### src/bil_pkg.sv
// Shared constants, types and address decoding for the boot image loader.
package bil_pkg;

	// Destination address windows seen by the loader.
	localparam logic [15:0] XRAM_LO      = 16'h0000;
	localparam logic [15:0] XRAM_HI      = 16'h11ff;
	localparam logic [15:0] XRAM_CLR_HI  = 16'h11bf; // Top bytes keep the factory region.
	localparam logic [15:0] IWIN_LO      = 16'h7000;
	localparam logic [15:0] IWIN_HI      = 16'h70ff;
	localparam logic [15:0] IWR_LO       = 16'h7020;
	localparam logic [15:0] IWR_HI       = 16'h70ef;
	localparam logic [15:0] ICLR_LO      = 16'h7008;

	// Port widths of the memories and the non-volatile store.
	localparam int XRAM_AW = 13;
	localparam int IRAM_AW = 8;
	localparam int NVM_AW  = 13;
	localparam logic [NVM_AW-1:0] NVM_FACT_BASE = 13'h0000;
	localparam logic [NVM_AW-1:0] NVM_LAST      = 13'h1fff;

	// Record markers: a length byte of these values ends a region.
	localparam logic [7:0] REC_END    = 8'h00;
	localparam logic [7:0] REC_ERASED = 8'hff;
	localparam logic [7:0] ZERO_BYTE  = 8'h00;

	// Protection bit positions.
	localparam int RAM_CLEAR_BIT  = 5;
	localparam int DEBUG_KILL_BIT = 0;

	// Retest detection slot, a least time, so the count rounds up.
	localparam int CLK_NS    = 10;
	localparam int SLOT_NS   = 1000;
	localparam int SLOT_CYC  = (SLOT_NS + CLK_NS - 1) / CLK_NS;
	localparam logic [7:0] SLOT_LAST = 8'(SLOT_CYC - 1);

	// Staging buffer shape: destination address plus data byte.
	localparam int FIFO_W = 24;
	localparam int FIFO_D = 8;

	typedef enum logic [3:0] {
		S_IDLE   = 4'h0,
		S_SLOT   = 4'h1,
		S_LEN    = 4'h2,
		S_AHI    = 4'h3,
		S_ALO    = 4'h4,
		S_DATA   = 4'h5,
		S_DRAIN  = 4'h6,
		S_CLEAR  = 4'h7,
		S_FINISH = 4'h8
	} bil_state_t;

	// True for destinations that land in the code/data RAM.
	function automatic logic bil_is_xram(input logic [15:0] a);
		return (a >= XRAM_LO) && (a <= XRAM_HI);
	endfunction

	// True for destinations inside the internal RAM window.
	function automatic logic bil_is_iwin(input logic [15:0] a);
		return (a >= IWIN_LO) && (a <= IWIN_HI);
	endfunction

	// True for the writable slice of the internal RAM window.
	function automatic logic bil_is_iwr(input logic [15:0] a);
		return (a >= IWR_LO) && (a <= IWR_HI);
	endfunction

endpackage

### src/bil_fifo.sv
// Parameterised staging FIFO with valid and ready on both sides.
`timescale 1ns/1ps
module bil_fifo #(
	parameter int W = 24,
	parameter int D = 8
) (
	input  wire logic         ref_clk,
	input  wire logic         sys_rst,
	input  wire logic         inVld,
	output logic              inRdy,
	input  wire logic [W-1:0] inData,
	output logic              outVld,
	input  wire logic         outRdy,
	output logic [W-1:0]      outData
);
	localparam int PW = $clog2(D);
	localparam logic [PW:0] FULL_CNT = (PW+1)'(D);

	logic [W-1:0]  mem_ff [D];
	logic [PW-1:0] wrPtr_ff;
	logic [PW-1:0] rdPtr_ff;
	logic [PW:0]   count_ff;
	logic          doPush;
	logic          doPop;

	// Full and empty come straight from the occupancy count.
	assign inRdy   = (count_ff != FULL_CNT);
	assign outVld  = (count_ff != '0);
	assign outData = mem_ff[rdPtr_ff];
	assign doPush  = inVld && inRdy;
	assign doPop   = outVld && outRdy;

	// Storage has no reset; only pointers and the count carry control state.
	always_ff @(posedge ref_clk) begin
		if (doPush) begin
			mem_ff[wrPtr_ff] <= inData;
		end
	end

	// Pointers wrap naturally because the depth is a power of two.
	always_ff @(posedge ref_clk) begin
		if (sys_rst) begin
			wrPtr_ff <= '0;
			rdPtr_ff <= '0;
			count_ff <= '0;
		end else begin
			if (doPush) wrPtr_ff <= wrPtr_ff + 1'b1;
			if (doPop) rdPtr_ff <= rdPtr_ff + 1'b1;
			if (doPush && !doPop) count_ff <= count_ff + 1'b1;
			else if (doPop && !doPush) count_ff <= count_ff - 1'b1;
		end
	end
endmodule // bil_fifo

### src/bil_loader.sv
// Boot image loader with retest entry guard, top of the block.
// Functional notes
// - Each record's data goes to the destination address carried in that record.
// - Destinations 0x0000 to 0x11FF write the unified code/data RAM.
// - Destinations 0x7000 to 0x70FF map to internal RAM at offset minus base.
// - Only 0x7020 to 0x70EF of the internal window may be written by records.
// - Window is indirect only; no special function register is ever written.
// - All appended user blocks are processed until an end marker or NVM end.
// - A locked part keeps the debug port disabled on a normal boot.
// - Retest detected in the slot loads the factory region only, no user region.
// - Protection actions finish before the debug port opens for retest.
// - Protection flags are ignored unless the part is locked.
// - Locking sets the retest policy once, together with the locked state.
// - Debug kill keeps the port closed until reset and overrides all other flags.
// - RAM clear zeroes code/data RAM and internal RAM, keeping the factory region.
// - Internal RAM clearing spares register bank zero, the lowest 8 bytes.
// - RAM clear comes from the retest byte, debug kill from the lock byte.
// - RAM clear on retest is bit 5 of the retest protection byte.
// - Retest protection bits program once from zero to one, cleared only by reset.
// - Every boot ends with the boot finished flag set to one.
`timescale 1ns/1ps
module bil_loader
	import bil_pkg::*;
(
	input  wire logic               ref_clk,
	input  wire logic               sys_rst,
	input  wire logic               bootStart,
	input  wire logic               retestSeq,
	output logic [NVM_AW-1:0]       nvmAddr,
	output logic                    nvmRdReq,
	input  wire logic [7:0]         nvmRdData,
	input  wire logic               nvmRdValid,
	output logic                    xramWe,
	output logic [XRAM_AW-1:0]      xramAddr,
	output logic [7:0]              xramData,
	input  wire logic               xramReady,
	output logic                    iramWe,
	output logic [IRAM_AW-1:0]      iramAddr,
	output logic [7:0]              iramData,
	input  wire logic               iramReady,
	input  wire logic               progWe,
	input  wire logic [7:0]         progData,
	input  wire logic               lockReq,
	input  wire logic [7:0]         lockCtrlIn,
	input  wire logic [7:0]         retestProtIn,
	output logic                    partLocked,
	output logic                    debugPortEnable,
	output logic                    bootFinished,
	output logic                    bootBusy,
	output logic                    retestActive
);
	import bil_pkg::*;

	bil_state_t        state_ff;
	logic [7:0]        slotCnt_ff;
	logic [NVM_AW-1:0] nvmAddr_ff;
	logic              rdOn_ff;
	logic              rdWait_ff;
	logic [7:0]        recLen_ff;
	logic [15:0]       destAddr_ff;
	logic [15:0]       clrAddr_ff;
	logic              userPh_ff;
	logic              retest_ff;
	logic              clrDone_ff;
	logic              bootFinished_ff;
	logic              debugEn_ff;
	logic              wrVld_ff;
	logic              wrIram_ff;
	logic [15:0]       wrAddr_ff;
	logic [7:0]        wrData_ff;
	logic [7:0]        lockCtrl;
	logic [7:0]        retestProt;
	logic              locked;
	logic              killBit;
	logic              ramClearEff;
	logic              fifoInVld;
	logic              fifoInRdy;
	logic [FIFO_W-1:0] fifoInData;
	logic              fifoOutVld;
	logic              fifoOutRdy;
	logic [FIFO_W-1:0] fifoOutData;
	logic              wrAck;
	logic              recWritable;
	logic              pipeIdle;

	// Protection bytes live in one-time cells next to the loader.
	bil_otp_bits u_otp (
		.ref_clk      (ref_clk),
		.sys_rst      (sys_rst),
		.progWe       (progWe),
		.progData     (progData),
		.lockReq      (lockReq),
		.lockCtrlIn   (lockCtrlIn),
		.retestProtIn (retestProtIn),
		.lockCtrl     (lockCtrl),
		.retestProt   (retestProt),
		.locked       (locked)
	);

	// Flags count only on a locked part; kill sits in a different byte than RAM clear.
	assign killBit     = locked && lockCtrl[DEBUG_KILL_BIT];
	assign ramClearEff = locked && retestProt[RAM_CLEAR_BIT];

	// Records may target code/data RAM or the writable window slice, nothing else.
	assign recWritable = bil_is_xram(destAddr_ff) || bil_is_iwr(destAddr_ff);

	// One read outstanding at a time; data reads also wait for buffer room.
	assign nvmRdReq = rdOn_ff && !rdWait_ff && ((state_ff != S_DATA) || fifoInRdy);
	assign nvmAddr  = nvmAddr_ff;

	// Record bytes and clearing zeros share the staging buffer.
	always_comb begin
		fifoInVld  = 1'b0;
		fifoInData = {destAddr_ff, nvmRdData};
		if (state_ff == S_CLEAR) begin
			fifoInVld  = 1'b1;
			fifoInData = {clrAddr_ff, ZERO_BYTE};
		end else if (state_ff == S_DATA) begin
			fifoInVld = nvmRdValid && recWritable;
		end
	end

	bil_fifo #(
		.W (FIFO_W),
		.D (FIFO_D)
	) u_fifo (
		.ref_clk (ref_clk),
		.sys_rst (sys_rst),
		.inVld   (fifoInVld),
		.inRdy   (fifoInRdy),
		.inData  (fifoInData),
		.outVld  (fifoOutVld),
		.outRdy  (fifoOutRdy),
		.outData (fifoOutData)
	);

	// Read handshake: the request pulse arms a wait that the returned byte ends.
	always_ff @(posedge ref_clk) begin
		if (sys_rst) begin
			rdWait_ff <= 1'b0;
		end else if (nvmRdValid) begin
			rdWait_ff <= 1'b0;
		end else if (nvmRdReq) begin
			rdWait_ff <= 1'b1;
		end
	end

	// Main sequencer: slot, record parse, drain, optional clear, finish.
	always_ff @(posedge ref_clk) begin
		if (sys_rst) begin
			state_ff    <= S_IDLE;
			slotCnt_ff  <= '0;
			nvmAddr_ff  <= NVM_FACT_BASE;
			rdOn_ff     <= 1'b0;
			recLen_ff   <= ZERO_BYTE;
			destAddr_ff <= XRAM_LO;
			clrAddr_ff  <= XRAM_LO;
			userPh_ff   <= 1'b0;
			retest_ff   <= 1'b0;
			clrDone_ff  <= 1'b0;
		end else begin
			case (state_ff)
				S_IDLE: begin
					if (bootStart) begin
						state_ff   <= S_SLOT;
						slotCnt_ff <= '0;
						nvmAddr_ff <= NVM_FACT_BASE;
						userPh_ff  <= 1'b0;
						retest_ff  <= 1'b0;
						clrDone_ff <= 1'b0;
					end
				end
				S_SLOT: begin
					// A killed part never enters retest, so the sequence is ignored there.
					if (retestSeq && locked && !killBit) begin
						retest_ff <= 1'b1;
					end
					slotCnt_ff <= slotCnt_ff + 1'b1;
					if (slotCnt_ff == SLOT_LAST) begin
						state_ff <= S_LEN;
						rdOn_ff  <= 1'b1;
					end
				end
				S_LEN: begin
					if (nvmRdValid) begin
						nvmAddr_ff <= nvmAddr_ff + 1'b1;
						if ((nvmRdData == REC_END) || (nvmRdData == REC_ERASED)) begin
							// The factory end marker opens the user region unless in retest.
							if (!userPh_ff && !retest_ff && (nvmAddr_ff != NVM_LAST)) begin
								userPh_ff <= 1'b1;
							end else begin
								state_ff <= S_DRAIN;
								rdOn_ff  <= 1'b0;
							end
						end else begin
							recLen_ff <= nvmRdData;
							state_ff  <= S_AHI;
						end
					end
				end
				S_AHI: begin
					if (nvmRdValid) begin
						nvmAddr_ff        <= nvmAddr_ff + 1'b1;
						destAddr_ff[15:8] <= nvmRdData;
						state_ff          <= S_ALO;
					end
				end
				S_ALO: begin
					if (nvmRdValid) begin
						nvmAddr_ff       <= nvmAddr_ff + 1'b1;
						destAddr_ff[7:0] <= nvmRdData;
						state_ff         <= S_DATA;
					end
				end
				S_DATA: begin
					if (nvmRdValid) begin
						nvmAddr_ff  <= nvmAddr_ff + 1'b1;
						destAddr_ff <= destAddr_ff + 1'b1;
						recLen_ff   <= recLen_ff - 1'b1;
						// Appended blocks simply follow; parsing runs on to the next length byte.
						if (recLen_ff == 8'h01) begin
							state_ff <= S_LEN;
						end
						if (nvmAddr_ff == NVM_LAST) begin
							state_ff <= S_DRAIN;
							rdOn_ff  <= 1'b0;
						end
					end
				end
				S_DRAIN: begin
					// Waiting for an empty pipe keeps clearing and opening strictly ordered.
					if (pipeIdle) begin
						if (retest_ff && ramClearEff && !clrDone_ff) begin
							state_ff   <= S_CLEAR;
							clrAddr_ff <= XRAM_LO;
						end else begin
							state_ff <= S_FINISH;
						end
					end
				end
				S_CLEAR: begin
					if (fifoInRdy) begin
						if (clrAddr_ff == XRAM_CLR_HI) begin
							clrAddr_ff <= ICLR_LO;
						end else if (clrAddr_ff == IWIN_HI) begin
							clrDone_ff <= 1'b1;
							state_ff   <= S_DRAIN;
						end else begin
							clrAddr_ff <= clrAddr_ff + 1'b1;
						end
					end
				end
				S_FINISH: begin
					state_ff <= S_IDLE;
				end
				default: begin
					state_ff <= S_IDLE;
				end
			endcase
		end
	end

	// Finish flag changes only at boot start and boot end; the debug port gate also closes on a lock request.
	always_ff @(posedge ref_clk) begin
		if (sys_rst) begin
			bootFinished_ff <= 1'b0;
			debugEn_ff      <= 1'b0;
		end else if ((state_ff == S_IDLE) && bootStart) begin
			bootFinished_ff <= 1'b0;
			debugEn_ff      <= 1'b0;
		end else if (state_ff == S_FINISH) begin
			bootFinished_ff <= 1'b1;
			debugEn_ff      <= (!locked && !lockReq) || (retest_ff && !killBit);
		end else if (lockReq && !locked) begin // Locking shuts a port left open earlier.
			debugEn_ff <= 1'b0;
		end
	end

	// Write stage: one registered beat toward whichever memory the address picks.
	assign wrAck      = wrVld_ff && (wrIram_ff ? iramReady : xramReady);
	assign fifoOutRdy = !wrVld_ff || wrAck;
	assign pipeIdle   = !fifoOutVld && !wrVld_ff;

	always_ff @(posedge ref_clk) begin
		if (sys_rst) begin
			wrVld_ff  <= 1'b0;
			wrIram_ff <= 1'b0;
			wrAddr_ff <= XRAM_LO;
			wrData_ff <= ZERO_BYTE;
		end else if (fifoOutVld && fifoOutRdy) begin
			wrVld_ff  <= 1'b1;
			wrIram_ff <= bil_is_iwin(fifoOutData[23:8]);
			wrAddr_ff <= fifoOutData[23:8];
			wrData_ff <= fifoOutData[7:0];
		end else if (wrAck) begin
			wrVld_ff <= 1'b0;
		end
	end

	// The window reaches internal RAM by address only; there is no path to registers.
	assign xramWe   = wrVld_ff && !wrIram_ff;
	assign iramWe   = wrVld_ff && wrIram_ff;
	assign xramAddr = wrAddr_ff[XRAM_AW-1:0];
	assign iramAddr = IRAM_AW'(wrAddr_ff - IWIN_LO);
	assign xramData = wrData_ff;
	assign iramData = wrData_ff;

	assign partLocked      = locked;
	assign debugPortEnable = debugEn_ff;
	assign bootFinished    = bootFinished_ff;
	assign bootBusy        = (state_ff != S_IDLE);
	assign retestActive    = retest_ff;
endmodule // bil_loader

### src/bil_otp_bits.sv
// One-time programmable protection bytes and the locked program state.
`timescale 1ns/1ps
module bil_otp_bits
	import bil_pkg::*;
(
	input  wire logic       ref_clk,
	input  wire logic       sys_rst,
	input  wire logic       progWe,
	input  wire logic [7:0] progData,
	input  wire logic       lockReq,
	input  wire logic [7:0] lockCtrlIn,
	input  wire logic [7:0] retestProtIn,
	output logic [7:0]      lockCtrl,
	output logic [7:0]      retestProt,
	output logic            locked
);
	logic [7:0] lockCtrl_ff;
	logic [7:0] retestProt_ff;
	logic       locked_ff;

	// Bits only ever go from zero to one; only sys_rst can clear them.
	always_ff @(posedge ref_clk) begin
		if (sys_rst) begin
			lockCtrl_ff   <= ZERO_BYTE;
			retestProt_ff <= ZERO_BYTE;
			locked_ff     <= 1'b0;
		end else if (!locked_ff) begin
			if (lockReq) begin
				locked_ff     <= 1'b1;
				lockCtrl_ff   <= lockCtrl_ff | lockCtrlIn;
				retestProt_ff <= retestProt_ff | retestProtIn | progData & {8{progWe}};
			end else if (progWe) begin
				retestProt_ff <= retestProt_ff | progData;
			end
		end
	end

	assign lockCtrl   = lockCtrl_ff;
	assign retestProt = retestProt_ff;
	assign locked     = locked_ff;
endmodule // bil_otp_bits

### config.mk
export PLATFORM = sky130hd
export DESIGN_NAME = bil_loader
export DESIGN_NICKNAME = d
export VERILOG_FILES = /design/src/bil_pkg.sv /design/src/bil_fifo.sv /design/src/bil_loader.sv /design/src/bil_otp_bits.sv
export SDC_FILE = /design/constraint.sdc
export NUM_CORES = 1
export LEC_CHECK = 0
export BUFFER_PORTS_ARGS = -buffer_cell sky130_fd_sc_hd__buf_2
export CORE_MARGIN = 8
export CORE_UTILIZATION = 49
export CTS_BUF_LIST = sky130_fd_sc_hd__clkbuf_4
export DETAILED_ROUTE_END_ITERATION = 6
export PLACE_DENSITY = 0.67
export SYNTH_ARGS = -nofsm -noshare
export SYNTH_HDL_FRONTEND = slang
export SYNTH_SLANG_ARGS = --single-unit
### constraint.sdc
create_clock -name ref_clk -period 9.9 [get_ports ref_clk]
set_input_delay 1.98 -clock ref_clk [delete_from_list [all_inputs] [get_ports ref_clk]]
set_output_delay 1.98 -clock ref_clk [all_outputs]
set_load 0.005 [all_outputs]
# Yosys cells after proc, flatten, opt, wreduce, memory -nomap -nowiden
# Memories as Yosys holds them, arrays and structs flattened. A register that Yosys moved wholly into a read port is not among the register bits.
# Cells that the tools add are included.
# Widths: inputs -> output; s select.
[classes]
reduce_logical = 76
bitwise_logic = 6
magnitude_cmp = 6
muxes = 71
eq_ne = 38
n_addsub = 10
[op_table]
columns = ["operator", "n"]
rows = [
  ["$mux 16", 6],
  ["$mux 4", 17],
  ["$pmux 8 s2", 4],
  ["$mux 8", 7],
  ["$add 16x1->16 const B", 2],
  ["$ge 16x15->1 const B", 2],
  ["$le 16x15->1 const B", 2],
  ["$or 8x8->8", 4],
  ["$pmux 16 s2", 1],
  ["$pmux 4 s8", 1],
  ["$ne 2x2->1 const B", 15],
  ["$logic_and 1x1->1", 26],
  ["$mux 13", 2],
  ["$pmux 13 s2", 1],
  ["$mux 1", 25],
  ["$mux 24", 1],
  ["$reduce_bool 2->1", 12],
  ["$eq 16x13->1 const B", 1],
  ["$eq 16x15->1 const B", 1],
  ["$eq 4x3->1 const B", 4],
  ["$ge 16x1->1 const B", 1],
  ["$le 16x13->1 const B", 1],
  ["$sub 8x1->8 const B", 2],
  ["$reduce_and 5->1", 3],
  ["other kinds (36)", 66],
]
[word_totals]
register_bits = 122
ramBits = 192
word_cells = 232
in_bits = 41
memories = 1
out_inout_bits = 58
[memory_table]
columns = ["memory", "words", "width", "read_ports", "rd_clocked_by_memory_dff", "write_ports", "line", "text"]
rows = [
  ["u_fifo.mem_ff", 8, 24, 1, 1, 1, "bil_fifo.sv:19", "logic [W-1:0] mem_ff [D];"],
]

# Longest topological paths before layout
# Gate-level depths: netlist of run 1.
[depth]
ltp_word = 11
depth_mapped = 13

# Modules after synthesis
# From an unflattened synthesis of run 1, not the netlist that was laid out.
[hier_totals]
hier_cells = 1135
hier_area_um2 = 13842.0
[modules_own_cells]
columns = ["mod", "area_each_um2", "n_inst", "seq_area_each_um2", "cells_per_inst"]
rows = [
  ["bil_fifo", 7896.3, 1, 6025.8, 350],
  ["bil_loader", 5227.5, 1, 1901.8, 711],
  ["bil_otp_bits", 718.2, 1, 340.3, 74],
]

# Worst setup path before layout of run 1
# Ideal clock, no wire load.
[synth_timing]
path_type = "in2reg"
from = "input nvmRdValid"
to = "memory u_fifo.mem_ff[2][0], enable pin"
setup_time_ns = 0.440
arrival_time_ns = 4.889
slack_ns = 4.571
n_path_buf = 1
cell_stages = 5
cell_sequence = "clkbuf_1 -> nor4b_1 -> a31oi_1 -> or3_1 -> nor3b_1"
[synth_between]
elab_chain_len = 6
[synth_lines]
columns = ["element", "line", "text"]
rows = [
  ["start, declared", "bil_loader.sv:32", "input wire logic nvmRdValid,"],
  ["$logic_and 1x1->1", "bil_loader.sv:119", "fifoInVld = nvmRdValid && recWritable;"],
  ["$mux 1", "bil_loader.sv:118", "end else if (state_ff == S_DATA) begin"],
  ["$mux 1", "bil_loader.sv:115", "if (state_ff == S_CLEAR) begin"],
  ["$logic_and 1x1->1", "bil_fifo.sv:30", "assign doPush = inVld && inRdy;"],
  ["$mux 1", "bil_fifo.sv:35", "if (doPush) begin"],
  ["$mux 1 (implied by the code)", "bil_fifo.sv:36", "mem_ff[wrPtr_ff] <= inData;"],
  ["end, declared", "bil_fifo.sv:19", ""],
]
# No other way between the ends.

# Final worst setup path of run 1
[layout_timing]
from = "register state_ff[1]"
to = "output nvmRdReq"
[layout_between]
elab_chain_len = 3
[layout_lines]
columns = ["element", "line", "text"]
rows = [
  ["start, declared", "bil_loader.sv:54", "bil_state_t state_ff;"],
  ["start signal, assigned", "bil_loader.sv:151", "state_ff <= S_IDLE;"],
  ["start signal, assigned", "bil_loader.sv:165", "state_ff <= S_SLOT;"],
  ["start signal, assigned", "bil_loader.sv:180", "state_ff <= S_LEN;"],
  ["$ne 4x3->1", "bil_loader.sv:108", "assign nvmRdReq = rdOn_ff && !rdWait_ff && ((state_ff != S_DATA) || fifoInRdy);"],
  ["$logic_or 1x1->1", "bil_loader.sv:108", ""],
  ["$logic_and 1x1->1", "bil_loader.sv:108", ""],
  ["end, declared", "bil_loader.sv:30", "output logic nvmRdReq,"],
]
# No other way between the ends.

==> metrics, run 1 <==
status=complete, no violations; share of cells above drive strength 1=roughly a quarter; full die area=roughly 32,000 sq um; HP Start=rdWait_ff; CP endpoint kind=primary output; port bufs=77; pwr/cell area=219.6 nW/um^2; final wirelength=approximately 29,000 um; Fillers=approximately 2,200; register area share after synthesis=between 60 and 70%; # setup viols final=0; worst skew pair latency=about 0.7 ns; WL/cell=18.16 um; I/O pin count=99; maximum clock rate=around 0.23 GHz; relative slew slack=roughly a quarter; Yosys Warn Count=0; Yosys cell types=72; setup bufs post-CTS=0; area grow syn2layout=12.51%; vias in the first global route=about 9,000; max cap viols=0; Hold EP=rdWait_ff; Least-Margin Pin Slew=between 1 and 1.5 ns; PostCTS Resize Cnt=0; Num CTS Buffers=79; Hold Buf Count CTS=0; post-place setup slack=5.170 ns; worst vdd ir=approximately 140 uV; cells after synthesis=~1,100; Multi-input gate area=4766 sq um; Cell Area, Placed=between 10,000 and 15,000 sq um; fin crit share=43.83%; Mapped Avg Cell Area=approximately 12 sq um; synth top area cells=edfxtp_1 44%, dfxtp_1 17%, mux4_2 7.4%; row cnt=60; WS Path Type=register to primary output; Tightest Hold Check Type=register to register; Reg2Reg Setup Slack=6.22 ns; clk sink count=around 300; initial antenna violation count=1; Post-synth EDFFs=around 190; GRT Resource Usage Total=between 10% and 20%; Startpoint Class=register; total power=around 3.3 mW; min Tclk post-route=around 4.3 ns; commonest register cell after synthesis=edfxtp_1; Finished Cell Area=between 10,000 and 15,000 sq um; Setup Skew=roughly 0.053 ns; final core utilization=between 50% and 60%; DPL Wire Length=between 15,000 and 20,000 um; Async S/R FF share, synth=0%; Worst-path clk slew=0.06 ns; largest net degree at the start of global routing=86; worst-case clock buffer depth=3; CTS tree=yes; Cells on Worst Hold Path=2; Synth area leader=edfxtp_1; crit path max fanout=35; first-pass GRT wire length=around 46,000 um; htree depth=3; Initial Utilization=about half; post-route ant nets=0; RSZ-0062 raised after global routing=no; worst flop-to-flop path startpoint=state_ff[1]; initial DRC count=about 650; storage element area=approximately 8000 sq um; data arrival time of the worst path=between 2 and 2.5 ns; gpl congestion=~0.93; core area=26,650 sq um; #FFs+latches synth=a little over 300; number of remaining DRC errors=0; die height=~180 um; top cell type's share of synthesized area=between 40 and 50%; leak pwr=around 5.2 nW; Final Hold Vio Count=0; Worst Path Required=a little under 8 ns; cell area after synthesis=roughly 13,000 sq um; Mapped Nets=between 1,000 and 1,500; RR Endpoint=u_fifo.count_ff[3]; nets=about 1,200; via count=8,949; path depth of the worst reg2reg path=11; Slew Viols, Final=0; setup tns final=0 ns; setup ws final=roughly 5.6 ns; DR vias/cell=around 5.7; Root Buffer=clkbuf_4; First-pass DRT Iterations=5; total grt overflow=0; Die X=around 180 um
-- metrics by stage --
step / hold slack, ns / std cells
2_1_floorplan: 0.4343 / 1070
3_3_place_gp: 0.4462 / 1432
3_5_place_dp: 0.4513 / 1432
4_1_cts: 0.4641 / 1576
5_1_grt: 0.4904 / 1577
6_report: 0.4650 / 1577
-- synthesized netlist by cell type (5+ instances only) --
master / count
a211oi_1: 26
a21o_1: 5
a21oi_1: 62
a22oi_1: 5
a311oi_1: 7
a31oi_1: 9
and2_1: 15
and3_1: 9
buf_2: 16
buf_4: 18
clkbuf_1: 31
dfxtp_1: 111
edfxtp_1: 192
ha_1: 12
inv_1: 18
mux2i_1: 29
mux4_2: 43
nand2_1: 96
nand2b_1: 7
nand3_1: 33
nand3b_1: 6
nand4_1: 12
nor2_1: 113
nor2b_1: 5
nor3_1: 21
nor3b_1: 6
nor4_1: 10
o21ai_0: 43
o31ai_1: 7
or3_1: 13
or4_1: 5
xnor2_1: 6
xor2_1: 14
-- cell families after synthesis --
| logic type | Yosys count | synth area share, % |
|---|---|---|
| AND/OR/NAND/NOR | 378 | 14.22 |
| flip-flops | 303 | 60.70 |
| AO/OA/AOI/OAI | 194 | 9.537 |
| buffers and inverters | 90 | 3.356 |
| multiplexers | 72 | 9.565 |
| XOR/XNOR | 20 | 1.331 |
| adder cells (fa/ha/maj) | 13 | 1.293 |
-- area by class of cell --
cell class | count | share of cell area [%]
Sequential cell | 303 | 53.97
Multi-Input combinational cell | 677 | 32.19
Clock buffer | 113 | 5.730
Timing Repair Buffer | 93 | 3.414
Tap cell | 341 | 2.882
Clock inverter | 31 | 1.344
Inverter | 18 | 0.4564
Antenna cell | 1 | 0.01690
-- worst max-delay path, stage by stage (launching register included) --
cell and delay (ns):
dfxtp_1 0.72, nand4bb_1 0.22, buf_4 0.35, o21ai_0 0.17, nor2_1 0.10, buf_2 0.12
-- power by group --
group | internal (mW) | switching [mW] | total, mW | leakage, nW
Clock | 0.587 | 0.509 | 1.10 | 0.616
Combinational | 0.312 | 0.373 | 0.685 | 1.89
Sequential | 1.40 | 0.0662 | 1.47 | 2.72
Total | 2.30 | 0.948 | 3.25 | 5.22
-- worst max path at each step --
stage          slack (ns)         from                  end
5_1_grt              5.34  state_ff[1]             nvmRdReq
4_1_cts              5.53  state_ff[1]             nvmRdReq
3_5_place_dp         5.17    iramReady   u_fifo.count_ff[3]
6_report             5.56  state_ff[1]             nvmRdReq
3_3_place_gp         5.21    iramReady   u_fifo.count_ff[3]
2_1_floorplan        4.57   nvmRdValid  u_fifo.mem_ff[2][0]
-- placed cells by master, fill, tap and decap left out, types with 6 or more instances in the layout --
| cell type | Yosys | final |
|---|---|---|
| nor4_1 | 10 | 10 |
| or3_1 | 13 | 13 |
| clkbuf_4 | 0 | 113 |
| mux4_2 | 43 | 43 |
| nand3b_1 | 6 | 6 |
| mux2i_1 | 29 | 29 |
| o31ai_1 | 7 | 7 |
| ha_1 | 12 | 12 |
| inv_1 | 18 | 18 |
| nor2_1 | 113 | 111 |
| and2_1 | 15 | 14 |
| o21ai_0 | 43 | 43 |
| xor2_1 | 14 | 14 |
| a21oi_1 | 62 | 62 |
| a31oi_1 | 9 | 9 |
| nand3_1 | 33 | 33 |
| a211oi_1 | 26 | 26 |
| edfxtp_1 | 192 | 192 |
| nand2b_1 | 7 | 7 |
| and3_1 | 9 | 9 |
| dfxtp_1 | 111 | 109 |
| a311oi_1 | 7 | 7 |
| buf_4 | 18 | 16 |
| nand2_1 | 96 | 96 |
| buf_2 | 16 | 77 |
| xnor2_1 | 6 | 6 |
| nor3_1 | 21 | 19 |
| clkinv_1 | 0 | 21 |
| nand4_1 | 12 | 12 |
-- per-layer routing --
| metal | vias to the layer above | wire length (um) | track usage [%] |
|---|---|---|---|
| li1 | 4291 | - | - |
| met1 | 4312 | 12580 | 22.08 |
| met2 | 293 | 13660 | 28.43 |
| met3 | 53 | 1814 | 4.435 |
| met4 | 0 | 578 | 6.802 |
| met5 | - | 0 | 0 |
-- sequential cells by signal, indices dropped and copies added (netlist names), 3 cells and up, named ones only --
signal and flops:
clrAddr_ff 16, destAddr_ff 16, iramData 8, nvmAddr 13
recLen_ff 8, slotCnt_ff 8, state_ff 4, u_fifo.count_ff 4
u_fifo.mem_ff 192, u_fifo.rdPtr_ff 3, u_fifo.wrPtr_ff 3, wrAddr_ff 13
(Power assumes the default switching activity.)
==> inputs of run 2 (changes only) <==
- ABC_AREA: unset -> 1
- PLACE_DENSITY: 0.67 -> 0.7
- clock period: 9.9 -> 3.9 ns (I/O delays scaled with it)
==> metrics, run 2 <==
hold_ws=0.3692 ns (-0.09578 ns); Worst Path Required=4.46 ns (-3.46 ns); Post-synth EDFFs=192 (unchanged); worst-path cell chain=nand2_2, nor2_8, inv_2, nand3_1, nand3_4, inv_2, ha_1, inv_1, ha_1, nand2_1, nand2_1, a21oi_1, nor2_1, nor2_1, nand2_1, o21ai_0, a21oi_1; final wirelength=33,890 um (+18%); met2 wire len=16,470 um (+21%); final core utilization=55.95% (+0.40 points); Non-Filler Instances=2,076 (+32%); Cells on Worst Hold Path=3 (+1); max FFs per register=192 (unchanged); Worst Setup SP=state_ff[2]; Hold Buf Count CTS=0 (unchanged); HP Start=lockReq; Worst-path clk slew=0.06 ns (about the same); Mapped Nets=1,593 (+42%); Async S/R FF share, synth=0% (unchanged); data arrival time of the worst path=3.80 ns (+1.44 ns); top sig layer=met4; row cnt=61 (+1.7%); First-pass DRT Iterations=7 (+2); Slowest-stage cell, CP=dfxtp_1; largest net degree at the start of global routing=100 (+16%); setup bufs post-CTS=0 (unchanged); worst skew pair latency=0.70 ns (about the same); Setup Skew=0.06162 ns (+0.008347 ns); WS Path Type=register to register; Yosys cell types=43 (-40%); Slew Viols, Final=0 (unchanged); Root Buffer=clkbuf_4; synth top area cells=edfxtp_1 42%, dfxtp_1 16%, nand2_1 8.1%; register area share after synthesis=57.75% (-2.9 points); relative slew slack=26.80% (+2.0 points); min Tclk post-route=between 3 and 4 ns; gpl congestion=0.9023 (-3.2%); top cell type's share of synthesized area=41.69% (-2.1 points); Startpoint Class=register; area grow syn2layout=12.39%; leak pwr=5.966 nW (+14%); DR vias/cell=5.370 (-5.4%); Die X=184.0 um (+2.3%); Slowest Stage Delay on Critical Path=0.43 ns (-0.29 ns); htree depth=3 (unchanged); GRT Resource Usage Total=20.09% (+2.7 points); Tightest Hold Check Type=primary input to register; Initial Utilization=49.78% (+0.41 points); clk sink count=303 (unchanged); vias in the first global route=10,960 (+24%); number of remaining DRC errors=0 (unchanged); worst flop-to-flop path startpoint=state_ff[2]; total grt overflow=0 (unchanged); PostCTS Resize Cnt=0 (unchanged); most numerous cell in the Yosys netlist=nand2_1; Least-Margin Pin Slew=1.087 ns (-0.02985 ns); top cells by count, synth=298 x nand2_1, 224 x nor2_1, 192 x edfxtp_1; maximum clock rate=slightly above 0.3 GHz; Num CTS Buffers=80 (+1.3%); path depth of the worst reg2reg path=17 (+6); CP endpoint kind=register; I/O pin count=99 (unchanged); max cap viols=0 (unchanged); Mapped Avg Cell Area=8.987 sq um (-27%); Top Registers=u_fifo.mem_ff x192, clrAddr_ff x16, destAddr_ff x16; cells after synthesis=1,539 (+44%); post-route ant nets=0 (unchanged); Synth area leader=edfxtp_1; fin crit share=between 80% and 90%; nets=1,692 (+38%); DR WL met3=2213 um (+22%); #FFs+latches synth=303 (unchanged); # setup viols final=0 (unchanged); Most common cell on crit path=nand2_1; setup tns final=0 ns (unchanged); via count=11,150 (+25%); port bufs=77 (unchanged); die height=184.0 um (+2.3%); CTS tree=yes; share of cells above drive strength 1=15.79% (-7.7 points); commonest register cell after synthesis=edfxtp_1; worst vdd ir=298.3 uV (+110%); first-pass GRT wire length=54,760 um (+20%); Top reg by flops=u_fifo.mem_ff; commonest non-fill, non-tap cell in the layout=nand2_1; cell area after synthesis=13,830 sq um (+5.1%); Yosys Warn Count=0 (unchanged); DPL Wire Length=21,270 um (+20%); DRT met1 WL=14,460 um (+15%); Placed Cells=1,934 (+35%); core area=27,780 sq um (+4.2%); worst-case clock buffer depth=3 (unchanged); pwr/cell area=606.8 nW/um^2 (+180%); status=complete, no violations; full die area=33,860 sq um (+4.6%); RSZ-0062 raised after global routing=no; WL/cell=16.32 um (-10%); crit path max fanout=36 (+2.9%); Fillers=2,555 (+14%); most frequent cells in the layout=298 x nand2_1, 220 x nor2_1, 192 x edfxtp_1, 145 x o21ai_0, 123 x clkbuf_4; Final Hold Vio Count=0 (unchanged); initial DRC count=886 (+37%); initial antenna violation count=1 (unchanged)
run 2: changes by cell type in the layout (fill, tap and decap cells not counted), sizes merged, moves of 35 or more:
| cell | previous run | this run |
|---|---|---|
| nand2 | 96 | 304 |
| nor2 | 113 | 231 |
| inv | 21 | 128 |
| o21ai | 45 | 147 |
| nand3 | 35 | 97 |
| mux4 | 43 | 0 |
| a21oi | 62 | 97 |
run 2: critical path, delay by kind of cell, from the launching register on:
| kind | cells | cell delay (ns) |
|---|---|---|
| and+or+nand+nor | 9 | 1.32 |
| buffers and inverters | 3 | 0.52 |
| adders and majority gates | 2 | 0.46 |
| DFF | 1 | 0.43 |
| AOI/OAI and AO/OA | 3 | 0.39 |
run 2: per-layer routing:
layer	vias up	GRT usage [%]
met2	387	34.39
li1	5462	-
met1	5234	24.75
met3	65	3.992
met4	0	7.615
met5	-	0
run 2: metrics by stage:
| step | total power, mW | cell area [sq um] | setup slack (ns) |
|---|---|---|---|
| 6_report | 9.433 | 15540 | 0.6543 |
| 2_1_floorplan | 5.907 | 13830 | 0.3487 |
| 5_1_grt | 10.08 | 15540 | 0.2809 |
| 4_1_cts | 9.527 | 15540 | 0.6637 |
| 3_3_place_gp | 6.619 | 14480 | 0.7815 |
| 3_5_place_dp | 6.673 | 14480 | 0.6762 |
run 2: kinds of logic (layout without fill, tap and decap cells):
family	Yosys count	after routing	synth area share, %
AO/OA/AOI/OAI	311	311	12.44
XOR/XNOR	26	26	1.646
adder cells (fa/ha/maj)	13	13	1.230
buffers and inverters	212	370	6.550
flip-flops	303	303	57.75
other	0	1	0
AND/OR/NAND/NOR	674	674	20.38
run 2: power by group:
part / internal (mW) / switching, mW
Combinational: 0.856 / 1.83
Sequential: 3.71 / 0.199
Clock: 1.57 / 1.27
run 2: worst paths after layout:
| check | end | slack [ns] |
|---|---|---|
| worst max-delay path | u_fifo.count_ff[3] | 0.65 |
| worst min-delay path | u_otp.locked | 0.37 |
| worst max register to register | u_fifo.count_ff[3] | 0.65 |
| worst min register to register | clrDone_ff | 0.45 |
run 2: final cells by class:
cell class	count	area, sq um	share of cell area (%)
clock inverter	18	135.1	0.8693
clock buffer	123	923.4	5.940
timing repair buffer	100	558.0	3.590
sequential	303	7989	51.39
inverter	129	485.5	3.123
tap	378	473.0	3.043
multi-input combinational	1024	4979	32.03
antenna	1	2.502	0.01610
==> inputs of run 3 (changes only) <==
- clock period: 3.9 -> 2.69 ns (I/O delays scaled with it)
==> metrics, run 3 (synthesis results as in run 2) <==
Least-Margin Pin Slew=1.085 ns (-0.001827 ns); number of remaining DRC errors=0 (unchanged); via count=11,200 (+0.42%); I/O pin count=99 (unchanged); fin crit share=about 95%; htree depth=3 (unchanged); worst flop-to-flop path startpoint=state_ff[0]; gpl congestion=0.9064 (+0.45%); First-pass DRT Iterations=5 (-2); setup tns final=0 ns (unchanged); first-pass GRT wire length=55,630 um (+1.6%); CTS tree=yes; clk sink count=303 (unchanged); HP Start=lockReq; final core utilization=56.74% (+0.78 points); initial DRC count=1,008 (+14%); port bufs=77 (unchanged); die height=184.0 um (unchanged); met1 usage=26.06% (+1.3 points); post-route ant nets=0 (unchanged); status=complete, no violations; worst vdd ir=425.8 uV (+43%); relative slew slack=26.92% (+0.12 points); full die area=33,860 sq um (unchanged); final wirelength=34,390 um (+1.5%); Tightest Hold Check Type=primary input to register; most frequent cells in the layout=298 x nand2_1, 218 x nor2_1, 192 x edfxtp_1, 145 x o21ai_0, 120 x inv_1; row cnt=61 (unchanged); Initial Utilization=49.78% (unchanged); Slew Viols, Final=0 (unchanged); Final Hold Vio Count=0 (unchanged); Startpoint Class=register; Worst Setup SP=state_ff[0]; max cap viols=0 (unchanged); met2 GRT Util=33.53% (-0.86 points); Top reg by flops=u_fifo.mem_ff; worst skew pair latency=0.71 ns (about the same); Num CTS Buffers=79 (-1.3%); Top Registers=u_fifo.mem_ff x192, clrAddr_ff x16, destAddr_ff x16; share of cells above drive strength 1=16.29% (+0.50 points); Cells on Worst Hold Path=3 (unchanged); Placed Cells=1,954 (+1.0%); vias in the first global route=10,810 (-1.4%); leak pwr=6.053 nW (+1.5%); WS Path Type=register to primary output; commonest non-fill, non-tap cell in the layout=nand2_1; # setup viols final=0 (unchanged); DPL Wire Length=21,790 um (+2.4%); global route hottest layer=met2; Root Buffer=clkbuf_4; core area=27,780 sq um (unchanged); Worst-path clk slew=0.06 ns (about the same); Setup Skew=0.05983 ns (-0.001788 ns); min Tclk post-route=roughly 2.6 ns; Hold Buf Count CTS=0 (unchanged); worst-case clock buffer depth=3 (unchanged); Non-Filler Instances=2,098 (+1.1%); area grow syn2layout=13.97%; CP endpoint kind=primary output; total power=13.59 mW (+44%); data arrival time of the worst path=2.02 ns (-1.78 ns); met3 Use GR=4.526% (+0.53 points); maximum clock rate=between 0.3 and 0.4 GHz; initial antenna violation count=1 (unchanged); DR vias/cell=5.336 (-0.63%); total grt overflow=0 (unchanged); nets=1,711 (+1.1%); GRT Resource Usage Total=20.51% (+0.42 points); hold_ws=0.1147 ns (-0.2545 ns); pwr/cell area=862.4 nW/um^2 (+42%); path depth of the worst reg2reg path=19 (+2); max FFs per register=192 (unchanged); Worst Path Required=2.15 ns (-2.31 ns); largest net degree at the start of global routing=100 (unchanged); WL/cell=16.39 um (+0.41%); crit path max fanout=19 (-47%); Die X=184.0 um (unchanged)
[run 3: per-stage QoR]
stage	cell area, sq um	setup slack, ns
2_1_floorplan	13840	-0.6193
3_3_place_gp	14740	0.04848
3_5_place_dp	14740	0.04417
4_1_cts	15740	0.03023
5_1_grt	15760	-0.02299
6_report	15760	0.1298
[run 3: cell type report]
| type | count | area [sq um] |
|---|---|---|
| diodes | 1 | 2.502 |
| clock buffers | 102 | 765.7 |
| clock inverters | 41 | 232.7 |
| fillers | 2469 | 12020 |
| inverters | 129 | 485.5 |
| multi-input cells | 1024 | 4985 |
| flip-flops and latches | 303 | 7994 |
| well taps | 378 | 473.0 |
| repair buffers | 120 | 824.5 |
[run 3: path summary, 6_finish.rpt]
kind / to / slack [ns]
min: u_otp.locked / 0.11
min reg2reg: clrDone_ff / 0.46
max: nvmRdReq / 0.13
max reg2reg: u_fifo.count_ff[3] / 0.26
[run 3: repair_timing]
item                                    4_1_cts  5_1_grt
gates resized for setup                       3        6
setup buffers                                 0        0
endpoints found under the setup margin        1        2
[run 3: where the power goes]
group          leakage [nW]  total (mW)  switching, mW  internal [mW]
sequential             2.65        5.69          0.312           5.38
combinational          2.82        4.01           2.69           1.33
clock                 0.582        3.89           1.89           2.00
[run 3: per-layer routing]
metal | vias to the layer above | part of all wire (%)
met5 | - | 0.26
met1 | 5299 | 43
met2 | 342 | 48
li1 | 5505 | -
met3 | 47 | 7.2
met4 | 2 | 1.8
[run 3: worst max-delay path, stage by stage (launching register included)]
cell and delay (ns):
dfxtp_2 0.38, inv_1 0.09, nor2_2 0.15, nand2_1 0.13, buf_6 0.19, o21ai_0 0.18, nor2_1 0.09, buf_2 0.13
